--- src/include/tcirq_pkg.sv ---
`default_nettype none
package tcirq_pkg;

  // Register indexes; byte address is four times the index
  localparam logic [7:0] IDX_CAPTURE_LOW = 8'h22;
  localparam logic [7:0] IDX_CAPTURE_HIGH = 8'h23;
  localparam logic [7:0] IDX_FLAGS = 8'h2A;
  localparam logic [7:0] IDX_ENABLES = 8'h2B;
  localparam logic [7:0] IDX_SYNC_CTRL = 8'h2C;
  localparam logic [7:0] IDX_FLAG_CLEAR = 8'h2D;

  // Flag and enable bit positions
  localparam int BIT_CAPTURE = 5;
  localparam int BIT_COMPARE_B = 2;
  localparam int BIT_COMPARE_A = 1;
  localparam int BIT_OVERFLOW = 0;
  localparam logic [7:0] FLAG_MASK = 8'h27;

  // Prescaler sync control bit positions
  localparam int BIT_SYNC_HALT = 7;
  localparam int BIT_PRESCALER_RESET = 0;

  // Reset values
  localparam logic [15:0] CAPTURE_RESET = 16'h0000;
  localparam logic [7:0] BYTE_RESET = 8'h00;

  // Waveform modes that take the capture value as TOP
  localparam logic [3:0] MODE_PWM_PC_CAP = 4'h8;
  localparam logic [3:0] MODE_PWM_P_CAP = 4'hA;
  localparam logic [3:0] MODE_CTC_CAP = 4'hC;
  localparam logic [3:0] MODE_FAST_CAP = 4'hE;

  // AXI responses
  localparam logic [1:0] RESP_OKAY = 2'h0;
  localparam logic [1:0] RESP_SLVERR = 2'h2;

  // Whole state of the core
  typedef struct packed {
    logic [15:0] capture;
    logic [7:0] temp;
    logic [7:0] flags;
    logic [7:0] enables;
    logic syncHalt;
    logic prescaler_reset_bit;
    logic pinPrev;
    logic compOut;
    logic compPrev;
    logic pendA;
    logic pendB;
    logic awHave;
    logic [7:0] awIdx;
    logic wHave;
    logic [7:0] wByte;
    logic wLane;
    logic bValid;
    logic [1:0] bResp;
    logic rValid;
    logic [7:0] rData;
    logic [1:0] rResp;
  } tcirq_state_t;

endpackage : tcirq_pkg
`default_nettype wire

--- src/verilog/tcirq_core.sv ---
// Functional notes
// The 16-bit capture value is split into a high byte (bits 15:8) and a low byte (bits 7:0) register.
// A capture pin event, or optionally a comparator output event, copies the counter into the capture value.
// The capture value can be the counter TOP, and then the capture flag sets when the counter reaches it.
// Both capture bytes read as one through a single 8-bit high-byte latch shared with other 16-bit registers.
// Enables sit at bits 5, 2, 1, 0 and a request needs the enable, the global flag and the event flag.
// Flags sit at bits 5, 2, 1, 0 and the capture flag sets on each capture event.
// The compare B flag sets in the timer cycle after the counter equals compare B.
// The compare A flag sets in the timer cycle after the counter equals compare A.
// A forced compare strobe never sets a compare flag on either channel.
// The overflow flag sets on counter overflow, with the moment chosen by the counter core per mode.
// Executing a flag's interrupt vector clears that flag in hardware.
// Writing one to a flag bit clears it and writing zero leaves it.
// While sync halt mode is one the written prescaler reset bit is kept, holding the prescaler in reset.
// Writing sync halt mode to zero clears the prescaler reset bit so the timer resumes.
// Writing one to the prescaler reset bit resets the prescaler and the bit then clears unless sync halt is set.
// The comparator output is high while the positive input exceeds the negative and may trigger capture.
// A hardware set and a software clear of one flag in the same cycle leave the flag set.
`timescale 1ns/1ns
`default_nettype none

module tcirq_core #(
  parameter int ADDR_WIDTH = 12,
  parameter int COMP_WIDTH = 8
) (
  input wire logic clk_sys,
  input wire logic reset_n,
  // AXI4-Lite slave
  input wire logic [ADDR_WIDTH-1:0] s_axi_awaddr,
  input wire logic s_axi_awvalid,
  output logic s_axi_awready,
  input wire logic [31:0] s_axi_wdata,
  input wire logic [3:0] s_axi_wstrb,
  input wire logic s_axi_wvalid,
  output logic s_axi_wready,
  output logic [1:0] s_axi_bresp,
  output logic s_axi_bvalid,
  input wire logic s_axi_bready,
  input wire logic [ADDR_WIDTH-1:0] s_axi_araddr,
  input wire logic s_axi_arvalid,
  output logic s_axi_arready,
  output logic [31:0] s_axi_rdata,
  output logic [1:0] s_axi_rresp,
  output logic s_axi_rvalid,
  input wire logic s_axi_rready,
  // Counter core side
  input wire logic timerTick,
  input wire logic [15:0] counterValue,
  input wire logic [15:0] compareAValue,
  input wire logic [15:0] compareBValue,
  input wire logic [3:0] waveformModeSelect,
  input wire logic overflowEvent,
  input wire logic forceCompareAStrobe,
  input wire logic forceCompareBStrobe,
  // Shared high-byte latch
  input wire logic tempLoad,
  input wire logic [7:0] tempLoadValue,
  output logic [7:0] tempByte,
  // Capture sources
  input wire logic capturePin,
  input wire logic [COMP_WIDTH-1:0] comparatorPositiveInput,
  input wire logic [COMP_WIDTH-1:0] comparatorNegativeInput,
  input wire logic captureFromComparator,
  output logic comparatorOutput,
  // Interrupts
  input wire logic globalIrqEnable,
  input wire logic [3:0] vectorAck,
  output logic [3:0] irqRequest,
  output logic irq,
  output logic prescalerReset
);

  ////////////////////////////////////////////////////////////////////////////////
  // Helpers

  // Read value of one register index
  // Unmapped indexes read as zero
  function automatic logic [7:0] readValue(input logic [7:0] idx, input tcirq_pkg::tcirq_state_t s);
    logic [7:0] v;
    v = 8'h00;
    if (idx == tcirq_pkg::IDX_CAPTURE_LOW)
    begin
      v = s.capture[7:0];
    end
    else if (idx == tcirq_pkg::IDX_CAPTURE_HIGH)
    begin
      v = s.temp;
    end
    else if (idx == tcirq_pkg::IDX_FLAGS)
    begin
      v = s.flags;
    end
    else if (idx == tcirq_pkg::IDX_ENABLES)
    begin
      v = s.enables;
    end
    else if (idx == tcirq_pkg::IDX_SYNC_CTRL)
    begin
      v[tcirq_pkg::BIT_SYNC_HALT] = s.syncHalt;
      v[tcirq_pkg::BIT_PRESCALER_RESET] = s.prescaler_reset_bit;
    end
    return v;
  endfunction : readValue

  // Index is a mapped register
  // The clear register is write-only, so a read of it answers an error
  function automatic logic isMapped(input logic [7:0] idx, input logic forWrite);
    logic m;
    m = 1'b0;
    if (idx == tcirq_pkg::IDX_CAPTURE_LOW || idx == tcirq_pkg::IDX_CAPTURE_HIGH)
    begin
      m = 1'b1;
    end
    else if (idx == tcirq_pkg::IDX_FLAGS || idx == tcirq_pkg::IDX_ENABLES)
    begin
      m = 1'b1;
    end
    else if (idx == tcirq_pkg::IDX_SYNC_CTRL)
    begin
      m = 1'b1;
    end
    else if (idx == tcirq_pkg::IDX_FLAG_CLEAR)
    begin
      m = forWrite;
    end
    return m;
  endfunction : isMapped

  // Word index from a byte address
  // Lane bits 1:0 and bits above 9 play no part in decoding
  function automatic logic [7:0] wordIndex(input logic [ADDR_WIDTH-1:0] addr);
    return addr[9:2];
  endfunction : wordIndex

  ////////////////////////////////////////////////////////////////////////////////
  // State

  // Registered state and its next value
  tcirq_pkg::tcirq_state_t state_reg;
  tcirq_pkg::tcirq_state_t state_next;

  logic captureIsTop;
  logic pinEdge;
  logic compEdge;
  logic captureEvent;
  logic topReached;
  logic doWrite;
  logic [7:0] setMask;
  logic [7:0] clearMask;

  // Capture value serves as TOP in these modes
  // In them the pin no longer captures; the value belongs to software
  // TOP mode decode
  assign captureIsTop = (waveformModeSelect == tcirq_pkg::MODE_PWM_PC_CAP)
    || (waveformModeSelect == tcirq_pkg::MODE_PWM_P_CAP)
    || (waveformModeSelect == tcirq_pkg::MODE_CTC_CAP)
    || (waveformModeSelect == tcirq_pkg::MODE_FAST_CAP);

  // Rising edges on the capture sources
  // The comparator edge is taken from its registered output
  // comparator as trigger
  assign pinEdge = capturePin && !state_reg.pinPrev;
  assign compEdge = captureFromComparator && state_reg.compOut && !state_reg.compPrev;
  // A capture is held off while the capture value acts as TOP
  // capture trigger
  assign captureEvent = (pinEdge || compEdge) && !captureIsTop;
  // Sampled only at a tick, so one flag per pass through TOP
  // TOP reached
  assign topReached = captureIsTop && timerTick && (counterValue == state_reg.capture);

  // Write fires once both halves are held and no answer is waiting
  assign doWrite = state_reg.awHave && state_reg.wHave && !state_reg.bValid;

  // Hardware flag sets
  // Compare flags use the match noted at the previous tick
  always_comb
  begin
    setMask = 8'h00;
    // capture flag set
    setMask[tcirq_pkg::BIT_CAPTURE] = captureEvent || topReached;
    // compare A one tick late
    setMask[tcirq_pkg::BIT_COMPARE_A] = timerTick && state_reg.pendA;
    // compare B one tick late
    setMask[tcirq_pkg::BIT_COMPARE_B] = timerTick && state_reg.pendB;
    // overflow from the core
    setMask[tcirq_pkg::BIT_OVERFLOW] = overflowEvent;
  end

  // Vector and software clears
  // Both the flag register and the write-only clear register take ones
  always_comb
  begin
    clearMask = 8'h00;
    // vector clears
    clearMask[tcirq_pkg::BIT_CAPTURE] = vectorAck[3];
    clearMask[tcirq_pkg::BIT_COMPARE_B] = vectorAck[2];
    clearMask[tcirq_pkg::BIT_COMPARE_A] = vectorAck[1];
    clearMask[tcirq_pkg::BIT_OVERFLOW] = vectorAck[0];
    // write one clears
    if (doWrite && state_reg.wLane)
    begin
      if (state_reg.awIdx == tcirq_pkg::IDX_FLAGS || state_reg.awIdx == tcirq_pkg::IDX_FLAG_CLEAR)
      begin
        clearMask = clearMask | state_reg.wByte;
      end
    end
  end

  ////////////////////////////////////////////////////////////////////////////////
  // Next state

  always_comb
  begin
    // Later assignments win: latch loads from other registers, then a
    // bus write of the high byte, then a low-byte read refreshing it
    state_next = state_reg;
    state_next.pinPrev = capturePin;
    state_next.compPrev = state_reg.compOut;
    // comparator output
    state_next.compOut = comparatorPositiveInput > comparatorNegativeInput;

    // Compare matches noted on a tick; forced strobes never reach here
    // The strobes stay unread on purpose: a forced match moves the
    // output pin in the counter core but owes no flag
    // force strobes ignored
    if (timerTick)
    begin
      state_next.pendA = counterValue == compareAValue;
      state_next.pendB = counterValue == compareBValue;
    end

    // counter into capture
    if (captureEvent)
    begin
      state_next.capture = counterValue;
    end

    // Other 16-bit registers load the shared latch
    // The latch is shared, so any 16-bit access in between spoils a pair
    if (tempLoad)
    begin
      state_next.temp = tempLoadValue;
    end

    // halt off lets the reset drop
    // self-clearing prescaler reset
    // With halt clear a written one stands for one cycle only, which
    // is the single reset pulse the prescaler needs
    if (!state_reg.syncHalt)
    begin
      state_next.prescaler_reset_bit = 1'b0;
    end

    // Write address and data taken independently
    if (s_axi_awvalid && s_axi_awready)
    begin
      state_next.awHave = 1'b1;
      state_next.awIdx = wordIndex(s_axi_awaddr);
    end
    if (s_axi_wvalid && s_axi_wready)
    begin
      state_next.wHave = 1'b1;
      state_next.wByte = s_axi_wdata[7:0];
      state_next.wLane = s_axi_wstrb[0];
    end

    // Register write once both halves are held
    if (doWrite)
    begin
      state_next.awHave = 1'b0;
      state_next.wHave = 1'b0;
      state_next.bValid = 1'b1;
      state_next.bResp = isMapped(state_reg.awIdx, 1'b1) ? tcirq_pkg::RESP_OKAY : tcirq_pkg::RESP_SLVERR;
      if (state_reg.wLane)
      begin
        // high byte goes to latch
        if (state_reg.awIdx == tcirq_pkg::IDX_CAPTURE_HIGH)
        begin
          state_next.temp = state_reg.wByte;
        end
        // low write joins both bytes
        else if (state_reg.awIdx == tcirq_pkg::IDX_CAPTURE_LOW)
        begin
          state_next.capture = {state_reg.temp, state_reg.wByte};
        end
        // enable register
        else if (state_reg.awIdx == tcirq_pkg::IDX_ENABLES)
        begin
          state_next.enables = state_reg.wByte & tcirq_pkg::FLAG_MASK;
        end
        else if (state_reg.awIdx == tcirq_pkg::IDX_SYNC_CTRL)
        begin
          state_next.syncHalt = state_reg.wByte[tcirq_pkg::BIT_SYNC_HALT];
          // kept while halted
          // written one resets
          // a zero written clears it
          state_next.prescaler_reset_bit = state_reg.wByte[tcirq_pkg::BIT_PRESCALER_RESET];
        end
      end
    end
    if (state_reg.bValid && s_axi_bready)
    begin
      state_next.bValid = 1'b0;
    end

    // Read; a low-byte read latches the high byte
    if (s_axi_arvalid && s_axi_arready)
    begin
      state_next.rValid = 1'b1;
      state_next.rData = readValue(wordIndex(s_axi_araddr), state_reg);
      state_next.rResp = isMapped(wordIndex(s_axi_araddr), 1'b0) ? tcirq_pkg::RESP_OKAY : tcirq_pkg::RESP_SLVERR;
      // atomic 16-bit read
      if (wordIndex(s_axi_araddr) == tcirq_pkg::IDX_CAPTURE_LOW)
      begin
        state_next.temp = state_reg.capture[15:8];
      end
    end
    else if (state_reg.rValid && s_axi_rready)
    begin
      state_next.rValid = 1'b0;
    end

    // Clears apply first and sets after, so no event is lost
    // set wins over clear
    state_next.flags = ((state_reg.flags & ~clearMask) | setMask) & tcirq_pkg::FLAG_MASK;
  end

  // State register
  always_ff @(posedge clk_sys)
  begin
    if (!reset_n)
    begin
      // Clear everything, then lay the reset values on top
      state_reg <= '0;
      state_reg.capture <= tcirq_pkg::CAPTURE_RESET;
      state_reg.temp <= tcirq_pkg::BYTE_RESET;
      state_reg.flags <= tcirq_pkg::BYTE_RESET;
      state_reg.enables <= tcirq_pkg::BYTE_RESET;
    end
    else
    begin
      state_reg <= state_next;
    end
  end

  ////////////////////////////////////////////////////////////////////////////////
  // Outputs

  // Handshakes
  // Address and data are refused while a response waits to be taken
  assign s_axi_awready = !state_reg.awHave && !state_reg.bValid;
  assign s_axi_wready = !state_reg.wHave && !state_reg.bValid;
  assign s_axi_arready = !state_reg.rValid;
  assign s_axi_bvalid = state_reg.bValid;
  assign s_axi_bresp = state_reg.bResp;
  assign s_axi_rvalid = state_reg.rValid;
  assign s_axi_rresp = state_reg.rResp;
  assign s_axi_rdata = {24'h000000, state_reg.rData};

  // Latch, comparator and prescaler reset straight from flip-flops
  assign tempByte = state_reg.temp;
  assign comparatorOutput = state_reg.compOut;
  // prescaler held in reset
  assign prescalerReset = state_reg.prescaler_reset_bit;

  // per-source requests
  assign irqRequest = {
    state_reg.flags[tcirq_pkg::BIT_CAPTURE] && state_reg.enables[tcirq_pkg::BIT_CAPTURE],
    state_reg.flags[tcirq_pkg::BIT_COMPARE_B] && state_reg.enables[tcirq_pkg::BIT_COMPARE_B],
    state_reg.flags[tcirq_pkg::BIT_COMPARE_A] && state_reg.enables[tcirq_pkg::BIT_COMPARE_A],
    state_reg.flags[tcirq_pkg::BIT_OVERFLOW] && state_reg.enables[tcirq_pkg::BIT_OVERFLOW]
  } & {4{globalIrqEnable}};
  // One level line for the whole timer
  assign irq = |irqRequest;

endmodule : tcirq_core

`default_nettype wire

--- config.mk ---
export PLATFORM = sky130hd
export DESIGN_NAME = tcirq_core
export DESIGN_NICKNAME = d
export VERILOG_FILES = /design/src/include/tcirq_pkg.sv /design/src/verilog/tcirq_core.sv
export SDC_FILE = /design/constraint.sdc
export NUM_CORES = 1
export LEC_CHECK = 0
export BUFFER_PORTS_ARGS = -buffer_cell sky130_fd_sc_hd__buf_2
export CORE_UTILIZATION = 35
export CTS_BUF_LIST = sky130_fd_sc_hd__clkbuf_8 sky130_fd_sc_hd__clkbuf_16
export CTS_CLUSTER_SIZE = 16
export DETAILED_ROUTE_END_ITERATION = 8
export PLACE_DENSITY = 0.7
export REMOVE_ABC_BUFFERS = 1
export SYNTH_ARGS = -nofsm -noshare
export SYNTH_HDL_FRONTEND = slang
export SYNTH_SLANG_ARGS = --single-unit
--- constraint.sdc ---
create_clock -name clk_sys -period 1.9 [get_ports clk_sys]
set_clock_uncertainty 0.15 [all_clocks]
set_input_delay 0.38 -clock clk_sys [delete_from_list [all_inputs] [get_ports clk_sys]]
set_output_delay 0.38 -clock clk_sys [all_outputs]
set_load 0.01 [all_outputs]
==> results.md, run 1 <==
* Worst EP arrival at 1.49 ns
* Sequential fraction of the synthesis area at 0.333
* Syn-to-layout area delta at 31.2%
* Setup violations, final at 17
* Crit-path slowest cell: or4_1
* Fin. Hold Viols at 0
* Sw Share at 0.271
* Net Switching at 1120 uW
* VDD IR-drop max at 434 uV
* Worst path bufs/invs at 1
* Failing checks: design-rule violations, negative setup slack
* Number of I/O port buffers at 145
* # hold bufs at CTS at 0
* CTS clock-pin slew for the worst setup and hold paths at 0.06 ns
* DRT Pass-1 Iters at 6
* Vias after detailed routing at 4064
* Post-place setup slack at -0.0493 ns
* Critical Path Start: state_reg[53]
* Leakage power at 0.00250 uW
* Synth Flop Type: dfxtp_1
* Vias in the first global route at 4008
* Fin crit share at 1.07
* Hold Crit Start: overflowEvent
* Most frequent cells in the layout: buf_2 (145), dfxtp_1 (67), nand2_1 (64)
* Crit Path Max Fanout at 2
* Synth cell types at 54
* GP Congestion at 0.775
* Routed WL at 12800 microns
* Reg2reg start: state_reg[31]
* CTS Root Cell: clkbuf_16
* Die Width at 112 microns
* Initial Util at 0.364
* CP endpoint kind: output pin
* Final Non-Filler Cells at 792
* # clock sinks at 70
* Tightest Pin Transition at 0.505 ns
* Power per standard cell area at 750 mW/mm^2
* Die area at 0.0125 sq mm
* WS Path Type: reg2out
* Delay-heaviest family, CP: simple AND/OR/NAND/NOR gates
* Unrepaired setup endpoints after global routing: true
* Clk pwr share at 0.432
* Async S/R FF share, synth at 0
* First-pass GRT wire length at 19900 microns
* CTS tree: done
* Congestion Overflow GR at 0
* Average vias per placed instance at 5.13
* Fin. max-slew vios at 0
* Row count at 39
* Seq pwr share at 0.394
* Synth Register Bits at 70
* Remaining DRCs at 17
* Final min period at 2.02 ns
* Mean routed wirelength per cell at 16.2 microns
* Mapped Cells at 508
* Clk buf depth at 2
* Layout Nets at 807
* Final setup margin at -0.124 ns
* Critical-path cell list: and3_4 > or4_1 > buf_2
* Hpwl dp at 9580 microns
* Largest net degree at the start of global routing at 24
* H-tree Lvls at 3
* Number of flip-flops in the largest register at 48
* ANT nets after route at 0
* Core ar. at 0.0116 sq mm
* Placed cell count at 773
* Status: finished, violations left
* Area of the mapped netlist at 0.00421 sq mm
* Worst r2r path cells at 6
* CTS buffer count at 9
* Clock Latency Late Sink at 0.34 ns
* I/O pin total at 211
* DR iter-0 viols at 197
* CP startpoint kind: register
* GRT Total Usage at 0.203
* MaxCap Viol Count at 0
* Setup_tns at -0.660 ns
* Initial antenna violation count at 0
* Diode count at 0
* Crit path depth at 3
* Crit path largest cell delay at 0.51 ns
* Required time worst endpoint at 1.37 ns
* Worst hold path depth at 3
* Layout cells sized above 1 at 0.353
* Logic pwr share at 0.174
* Internal power at 3020 uW
* HP Class: in2reg
* Slew HR at 0.663
* Max Freq at 0.494 GHz
* Syn Area/Cell at 8.29 sq um
* Die H at 112 microns
* Commonest non-fill, non-tap cell in the layout: buf_2
* Post-synth EDFFs at 0
* Yosys warning count at 0
-- power by group through the flow --
stage,Combinational (uW),Clock [uW],Sequential (uW)
after global routing,787,1880,1640
after CTS,700,1790,1620
final,719,1790,1630
after detailed placement,677,0,1650
after floorplan,357,0,1640
after global placement,655,0,1650
-- synthesized netlist by cell type (3+ instances only) --
master,n,share of area
nand2_1,64,0.057
nand4_1,9,0.013
clkbuf_1,11,0.0098
ha_1,8,0.024
a21o_1,3,0.0054
xnor2_1,16,0.033
inv_1,14,0.012
o21ai_1,14,0.017
dfxtp_1,70,0.33
nor4_1,6,0.0089
o21ai_0,11,0.013
xor2_1,32,0.067
nand2b_1,9,0.013
nor3_1,4,0.0048
buf_4,44,0.078
o22ai_1,3,0.0045
buf_2,3,0.0036
nand3_1,6,0.0071
mux2i_1,30,0.071
or4_1,3,0.0054
buf_1,4,0.0036
a21oi_1,52,0.062
mux2_2,3,0.0080
and2_1,4,0.0059
o211ai_1,8,0.014
nor2b_1,4,0.0059
a22oi_1,12,0.021
and3_1,5,0.0074
nor2_1,24,0.021
buf_6,3,0.0080
-- routing by layer --
metal	track usage	wire, microns	share of wire
met1	0.238	5380	0.42
met2	0.359	6360	0.50
met3	0.0408	742	0.058
met4	0.0865	352	0.027
met5	0	0	0
-- cell families after synthesis --
group / after synthesis / synth area share
multiplexers: 33 / 0.0794
AO/OA/AOI/OAI: 114 / 0.158
adder cells (fa/ha/maj): 8 / 0.0238
flip-flops: 70 / 0.333
buffers and inverters: 81 / 0.118
XOR/XNOR: 48 / 0.0999
AND/OR/NAND/NOR: 153 / 0.187
other: 1 / 0.000891
-- timing repair --
action | 4_1_cts | 5_1_grt
endpoints found under the setup margin | 26 | 34
setup buffers | 3 | 0
gates resized for setup | 29 | 26
pin swaps | 4 | 4
gates cloned | 2 | 0
-- layout make-up --
class,instances,area [sq um]
inverter,15,56.3
fill,1116,6040
sequential,70,1410
timing repair buffer,166,961
tap,143,179
multi-input combinational,382,2610
clock buffer,9,225
clock inverter,7,90.1
-- stage by stage --
step,power (uW),util,instance area [sq um],hold slack (ns)
3_3_place_gp,2310,0.428,4950,0.296
3_5_place_dp,2330,0.428,4950,0.319
2_1_floorplan,2000,-,3860,0.275
4_1_cts,4120,0.470,5440,0.101
5_1_grt,4310,0.478,5520,0.117
6_report,4140,0.478,5520,0.0995
-- path summary, 6_finish.rpt --
kind | end | slack [ns]
setup reg to reg | state_reg[74] | -0.05
hold / removal | state_reg[48] | 0.1
setup / recovery | irq | -0.12
hold reg to reg | state_reg[29] | 0.32
-- worst register-to-register path, delay by kind of cell, from the launching register on --
family,cells,cell delay [ns]
AND/OR/NAND/NOR,3,0.98
flip-flops,1,0.33
buffers and inverters,1,0.20
AO/OA/AOI/OAI,2,0.18
(Power assumes the default switching activity.)
==> run 2: changes to the inputs <==
--- a/config.mk
+++ b/config.mk
@@ -6,11 +6,13 @@
 export NUM_CORES = 1
 export LEC_CHECK = 0
 export BUFFER_PORTS_ARGS = -buffer_cell sky130_fd_sc_hd__buf_2
-export CORE_UTILIZATION = 35
+export CELL_PAD_IN_SITES_DETAIL_PLACEMENT = 1
+export CELL_PAD_IN_SITES_GLOBAL_PLACEMENT = 2
+export CORE_UTILIZATION = 22
 export CTS_BUF_LIST = sky130_fd_sc_hd__clkbuf_8 sky130_fd_sc_hd__clkbuf_16
 export CTS_CLUSTER_SIZE = 16
 export DETAILED_ROUTE_END_ITERATION = 8
-export PLACE_DENSITY = 0.7
+export PLACE_DENSITY = 0.8
 export REMOVE_ABC_BUFFERS = 1
 export SYNTH_ARGS = -nofsm -noshare
 export SYNTH_HDL_FRONTEND = slang
==> run 2 against run 1 <==
- the flow finishes with violations (negative setup slack)
- non-clock buffer count is 6 higher
- wire length is 13% higher
- maximum frequency is 1.3% higher
- critical path depth stayed put
- worst hold slack better by 0.0040 ns
- combinational power hardly changed
- count of clock-buffer cells in the layout is 4 higher
==> results.md, run 2 (synthesized netlist as in run 1, its figures left out) <==
* Average vias per placed instance at 4.53 (-12%)
* Layout cells sized above 1 at 0.356 (+0.00342)
* GP Congestion at 0.738 (-4.8%)
* Largest net degree at the start of global routing at 33 (+38%)
* Final Non-Filler Cells at 888 (+12%)
* Commonest non-fill, non-tap cell in the layout: buf_2
* Row count at 50 (+28%)
* Vias after detailed routing at 4026 (-0.94%)
* Die Width at 140 microns (+26%)
* DRT Pass-1 Iters at 4 (-2)
* Required time worst endpoint at 1.37 ns (about the same)
* Leakage power at 0.00251 uW (+0.44%)
* Placed cell count at 869 (+12%)
* Diode count at 0 (unchanged)
* CTS buffer count at 9 (unchanged)
* Hpwl dp at 11300 microns (+18%)
* Routed WL at 14500 microns (+13%)
* Vias in the first global route at 4019 (+0.27%)
* Fin. max-slew vios at 0 (unchanged)
* HP Class: in2reg
* Syn-to-layout area delta at 33.4%
* Failing checks: negative setup slack
* Critical-path cell list: and3_4 > or4_1 > buf_2
* Clk buf depth at 2 (unchanged)
* Seq pwr share at 0.412 (+0.018)
* ANT nets after route at 0 (unchanged)
* Most frequent cells in the layout: buf_2 (145), dfxtp_1 (65), nand2_1 (64)
* Final setup margin at -0.0980 ns (+0.0260 ns)
* Pwr Total at 3970 uW (-4.0%)
* # hold bufs at CTS at 0 (unchanged)
* Crit-path slowest cell: or4_1
* Initial antenna violation count at 0 (unchanged)
* Max Freq at 0.501 GHz (+1.3%)
* Post-place setup slack at -0.0334 ns (+0.0159 ns)
* Fin crit share at 1.05 (-0.0137)
* I/O pin total at 211 (unchanged)
* Internal power at 2890 uW (-4.3%)
* Setup violations, final at 16 (-1)
* CTS clock-pin slew for the worst setup and hold paths at 0.05 ns (about the same)
* Crit Path Max Fanout at 2 (unchanged)
* Sw Share at 0.273 (+0.00175)
* CP startpoint kind: register
* First-pass GRT wire length at 21900 microns (+10%)
* Number of I/O port buffers at 145 (unchanged)
* MaxCap Viol Count at 0 (unchanged)
* Status: finished, violations left
* Layout Nets at 813 (+0.74%)
* Setup_tns at -0.303 ns (+0.357 ns)
* Number of flip-flops in the largest register at 48 (unchanged)
* Remaining DRCs at 0 (-17)
* CTS Root Cell: clkbuf_16
* DR iter-0 viols at 141 (-28%)
* Congestion Overflow GR at 0 (unchanged)
* Logic pwr share at 0.181 (+0.007)
* Final min period at 2.00 ns (-0.0260 ns)
* Fillers at 2260 (+100%)
* Clk pwr share at 0.407 (-0.025)
* Core ar. at 0.0187 sq mm (+62%)
* Die area at 0.0197 sq mm (+58%)
* Min Hold Slack at 0.104 ns (+0.00405 ns)
* Crit path largest cell delay at 0.50 ns (about the same)
* Worst path bufs/invs at 1 (unchanged)
* GRT Total Usage at 0.147 (-0.0562)
* Fin. Hold Viols at 0 (unchanged)
* Net Switching at 1080 uW (-3.4%)
* Power per standard cell area at 708 mW/mm^2 (-5.6%)
* VDD IR-drop max at 407 uV (-6.4%)
* Die H at 140 microns (+26%)
* CTS tree: done
* Initial Util at 0.225 (-0.139)
* WS Path Type: reg2out
* Delay-heaviest family, CP: simple AND/OR/NAND/NOR gates
* Clock Latency Late Sink at 0.34 ns (about the same)
* Mean routed wirelength per cell at 16.4 microns (+0.98%)
* CP endpoint kind: output pin
* Worst EP arrival at 1.47 ns (-0.02 ns)
* Unrepaired setup endpoints after global routing: true
* # clock sinks at 70 (unchanged)
* H-tree Lvls at 3 (unchanged)
## run 2: repair_timing
item / 4_1_cts / 5_1_grt
pin swaps: 2 / 4
cloned: 0 / 2
gates resized for setup: 10 / 37
setup buffers: 3 / 0
endpoints found under the setup margin: 15 / 29
## run 2: per-layer routing
metal	up-vias	share of wire	track usage
met4	0	0.016	0.0526
li1	1984	-	-
met5	-	0	0
met1	1917	0.45	0.180
met2	111	0.49	0.258
met3	14	0.038	0.0229
## run 2: power groups by stage
stage / registers (uW) / logic [uW] / clock network, uW
after floorplan: 1640 / 357 / 0
after global placement: 1660 / 689 / 0
after detailed placement: 1660 / 703 / 0
after CTS: 1630 / 712 / 1660
after global routing: 1650 / 801 / 1730
final: 1640 / 720 / 1620
## run 2: cell type report
class / instances / area, sq um / area share
Clock inverter: 2 / 7.51 / 0.00134
Timing Repair Buffer: 172 / 1000 / 0.179
Sequential cell: 70 / 1410 / 0.251
Inverter: 15 / 56.3 / 0.0100
Tap cell: 234 / 293 / 0.0522
Multi-Input combinational cell: 382 / 2560 / 0.457
Clock buffer: 13 / 280 / 0.0499
## run 2: metrics by stage
step                cell area (sq um)  utilization
CTS                              5430        0.290
detailed placement               5090        0.272
global placement                 5090        0.272
floorplan                        3860            -
finish                           5610        0.300
global route                     5610        0.300
## run 2: worst register-to-register path, cell delays in order (launching register included)
cell	delay, ns
dfxtp_2	0.33
nor4b_4	0.30
nand3_2	0.15
or4_4	0.51
clkbuf_16	0.21
o21ai_2	0.11
a21oi_1	0.05
## run 2: path summary, 6_finish.rpt
path / startpoint / endpoint / slack [ns] / depth (start not counted)
setup reg to reg: state_reg[28] / state_reg[64] / -0.03 / 6
hold / removal: overflowEvent / state_reg[48] / 0.10 / 3
hold reg to reg: state_reg[29] / state_reg[29] / 0.31 / 2
setup / recovery: state_reg[50] / irq / -0.1 / 3
==> run 3: changes to the inputs <==
--- a/config.mk
+++ b/config.mk
@@ -8,11 +8,11 @@
 export BUFFER_PORTS_ARGS = -buffer_cell sky130_fd_sc_hd__buf_2
 export CELL_PAD_IN_SITES_DETAIL_PLACEMENT = 1
 export CELL_PAD_IN_SITES_GLOBAL_PLACEMENT = 2
-export CORE_UTILIZATION = 22
+export CORE_UTILIZATION = 25
 export CTS_BUF_LIST = sky130_fd_sc_hd__clkbuf_8 sky130_fd_sc_hd__clkbuf_16
 export CTS_CLUSTER_SIZE = 16
 export DETAILED_ROUTE_END_ITERATION = 8
-export PLACE_DENSITY = 0.8
+export PLACE_DENSITY = 0.85
 export REMOVE_ABC_BUFFERS = 1
 export SYNTH_ARGS = -nofsm -noshare
 export SYNTH_HDL_FRONTEND = slang
==> constraint.sdc (replaced) <==
create_clock -name clk_sys -period 1.86 [get_ports clk_sys]
set_clock_uncertainty 0.15 [all_clocks]
set_input_delay 0.372 -clock clk_sys [delete_from_list [all_inputs] [get_ports clk_sys]]
set_output_delay 0.372 -clock clk_sys [all_outputs]
set_load 0.01 [all_outputs]
==> run 3 against run 2 <==
- sequential cell count did not move
- largest power group is now clock
- register-to-register slack got worse by 0.07 ns
- core utilization increased by 4.6 points
- largest cell class unchanged
- setup slack got worse by 0.054 ns
- the flow still finishes with violations (negative setup slack)
==> results.md, run 3 (synthesized netlist as in run 1, its figures left out) <==
* Status: finished, violations left
* Failing checks: negative setup slack
* Core ar. at 0.0165 sq mm (-12%)
* Most frequent cells in the layout: buf_2 (144), dfxtp_1 (65), nand2_1 (64)
* Max Freq at 0.497 GHz
* Reg2reg start: state_reg[28]
* GP Congestion at 0.814 (+10%)
* DRT Pass-1 Iters at 4 (unchanged)
* CP startpoint kind: register
* Fin. Hold Viols at 0 (unchanged)
* Number of I/O port buffers at 145 (unchanged)
* Commonest non-fill, non-tap cell in the layout: buf_2
* Worst r2r dst: state_reg[67]
* # clock sinks at 70 (unchanged)
* Clk buf depth at 2 (unchanged)
* Final setup margin at -0.152 ns (-0.0537 ns)
* Worst hold path depth at 2 (-1)
* Required time worst endpoint at 1.34 ns (-0.03 ns)
* Hpwl dp at 11800 microns (+4.2%)
* Fillers at 1983 (-12%)
* Hold Crit Start: capturePin
* Pwr Total at 4290 uW (+7.9%)
* Row count at 47 (-6.0%)
* H-tree Lvls at 3 (unchanged)
* Initial Util at 0.255 (+0.0297)
* Layout cells sized above 1 at 0.376 (+0.0193)
* Grt met2 use at 0.317 (+0.0589)
* Fin. max-slew vios at 0 (unchanged)
* CTS Root Cell: clkbuf_16
* Setup violations, final at 20 (+4)
* WS Path Type: reg2out
* MaxCap Viol Count at 0 (unchanged)
* Fin crit share at 1.08
* Routed WL at 15200 microns (+4.8%)
* ANT nets after route at 0 (unchanged)
* Vias after detailed routing at 4109 (+2.1%)
* Die area at 0.0174 sq mm (-12%)
* Power per standard cell area at 749 mW/mm^2 (+5.8%)
* Vias in the first global route at 4490 (+12%)
* Syn-to-layout area delta at 36.1%
* Worst EP arrival at 1.49 ns (+0.02 ns)
* Unrepaired setup endpoints after global routing: true
* Largest net degree at the start of global routing at 23 (-30%)
* GRT Total Usage at 0.178 (+0.0313)
* Remaining DRCs at 0 (unchanged)
* CTS tree: done
* Flop-to-flop setup slack at -0.10 ns (-0.07 ns)
* Mean routed wirelength per cell at 17.2 microns (+5.4%)
* Footprint of the multi-input gates at 0.00256 sq mm (-0.15%)
* Worst r2r path cells at 6 (unchanged)
* CP endpoint kind: output pin
* Met1 Use GR at 0.210 (+0.0296)
* Hold Path End: state_reg[37]
* Die Width at 132 microns (-6.1%)
* # hold bufs at CTS at 0 (unchanged)
* Number of flip-flops in the largest register at 48 (unchanged)
* Average vias per placed instance at 4.65 (+2.6%)
* CTS clock-pin slew for the worst setup and hold paths at 0.06 ns (about the same)
* Met3 usage at 0.0388 (+0.0159)
* Sequential Area at 0.00141 sq mm (unchanged)
* Crit Path Max Fanout at 2 (unchanged)
* Congestion Overflow GR at 0 (unchanged)
* CTS buffer count at 9 (unchanged)
* Final Non-Filler Cells at 883 (-0.56%)
* DR iter-0 viols at 98 (-30%)
* Leakage power at 0.00257 uW (+2.4%)
* Initial antenna violation count at 0 (unchanged)
* VDD IR-drop max at 401 uV (-1.4%)
* Die H at 132 microns (-6.1%)
* Final min period at 2.01 ns
* HP Class: in2reg
* Layout Nets at 821 (+0.98%)
* Setup_tns at -1.67 ns (-1.37 ns)
* Clock Latency Late Sink at 0.33 ns (about the same)
* Placed cell count at 861 (-0.92%)
* Diode count at 0 (unchanged)
* First-pass GRT wire length at 24000 microns (+9.2%)
* I/O pin total at 211 (unchanged)
* Most Crowded Layer GR: met2
run 3: changes by cell type in the layout (fill, tap and decap cells not counted), moves of 3 or more:
cell,before,now
buf_4,21,26
o21ai_1,0,5
a21oi_2,11,18
o21ai_4,4,0
a21oi_1,42,35
clkbuf_8,4,1
buf_16,0,3
buf_6,1,4
run 3: how the worst max path moves through the flow:
stage	endpoint	from	slack (ns)
detailed placement	tempByte[0]	state_reg[28]	-0.11
floorplan	state_reg[72]	state_reg[28]	-0.32
global placement	state_reg[72]	state_reg[28]	-0.02
CTS	irq	state_reg[49]	-0.15
finish	irq	state_reg[49]	-0.15
global route	irq	state_reg[49]	-0.17
run 3: power breakdown:
part | internal, uW | switching, uW
combinational | 349 | 410
sequential | 1580 | 92.3
clock | 1200 | 651
total | 3130 | 1150
run 3: critical path, cell delays in order, from the launching register on:
cell,delay [ns]
dfxtp_2,0.33
and3_4,0.17
or4_4,0.53
buf_6,0.14
run 3: what timing repair did:
item / in CTS / in global routing
setup buffers: 5 / 0
pin swaps: 8 / 10
endpoints found under the setup margin: 26 / 35
gates resized for setup: 40 / 16
cloned: 3 / 0
run 3: metal layers:
metal / share of wire / routed length [microns]
met3: 0.053 / 809
met1: 0.42 / 6370
met4: 0.017 / 257
met2: 0.51 / 7780
met5: 0 / 0
run 3: area by class of cell:
cell class | count | share of cell area
inverters | 15 | 0.00983
clock inverters | 6 | 0.0149
flip-flops and latches | 70 | 0.246
repair buffers | 180 | 0.193
multi-input cells | 382 | 0.447
clock buffers | 10 | 0.0417
well taps | 220 | 0.0481
run 3: through the flow:
stage               utilization  hold WS [ns]  instance area (sq um)  worst slack (ns)
global route              0.347         0.126                   5730            -0.174
global placement          0.310         0.301                   5120           -0.0218
finish                    0.347         0.113                   5730            -0.152
floorplan                     -         0.275                   3860            -0.317
CTS                       0.345         0.107                   5690            -0.154
detailed placement        0.310         0.312                   5120            -0.105
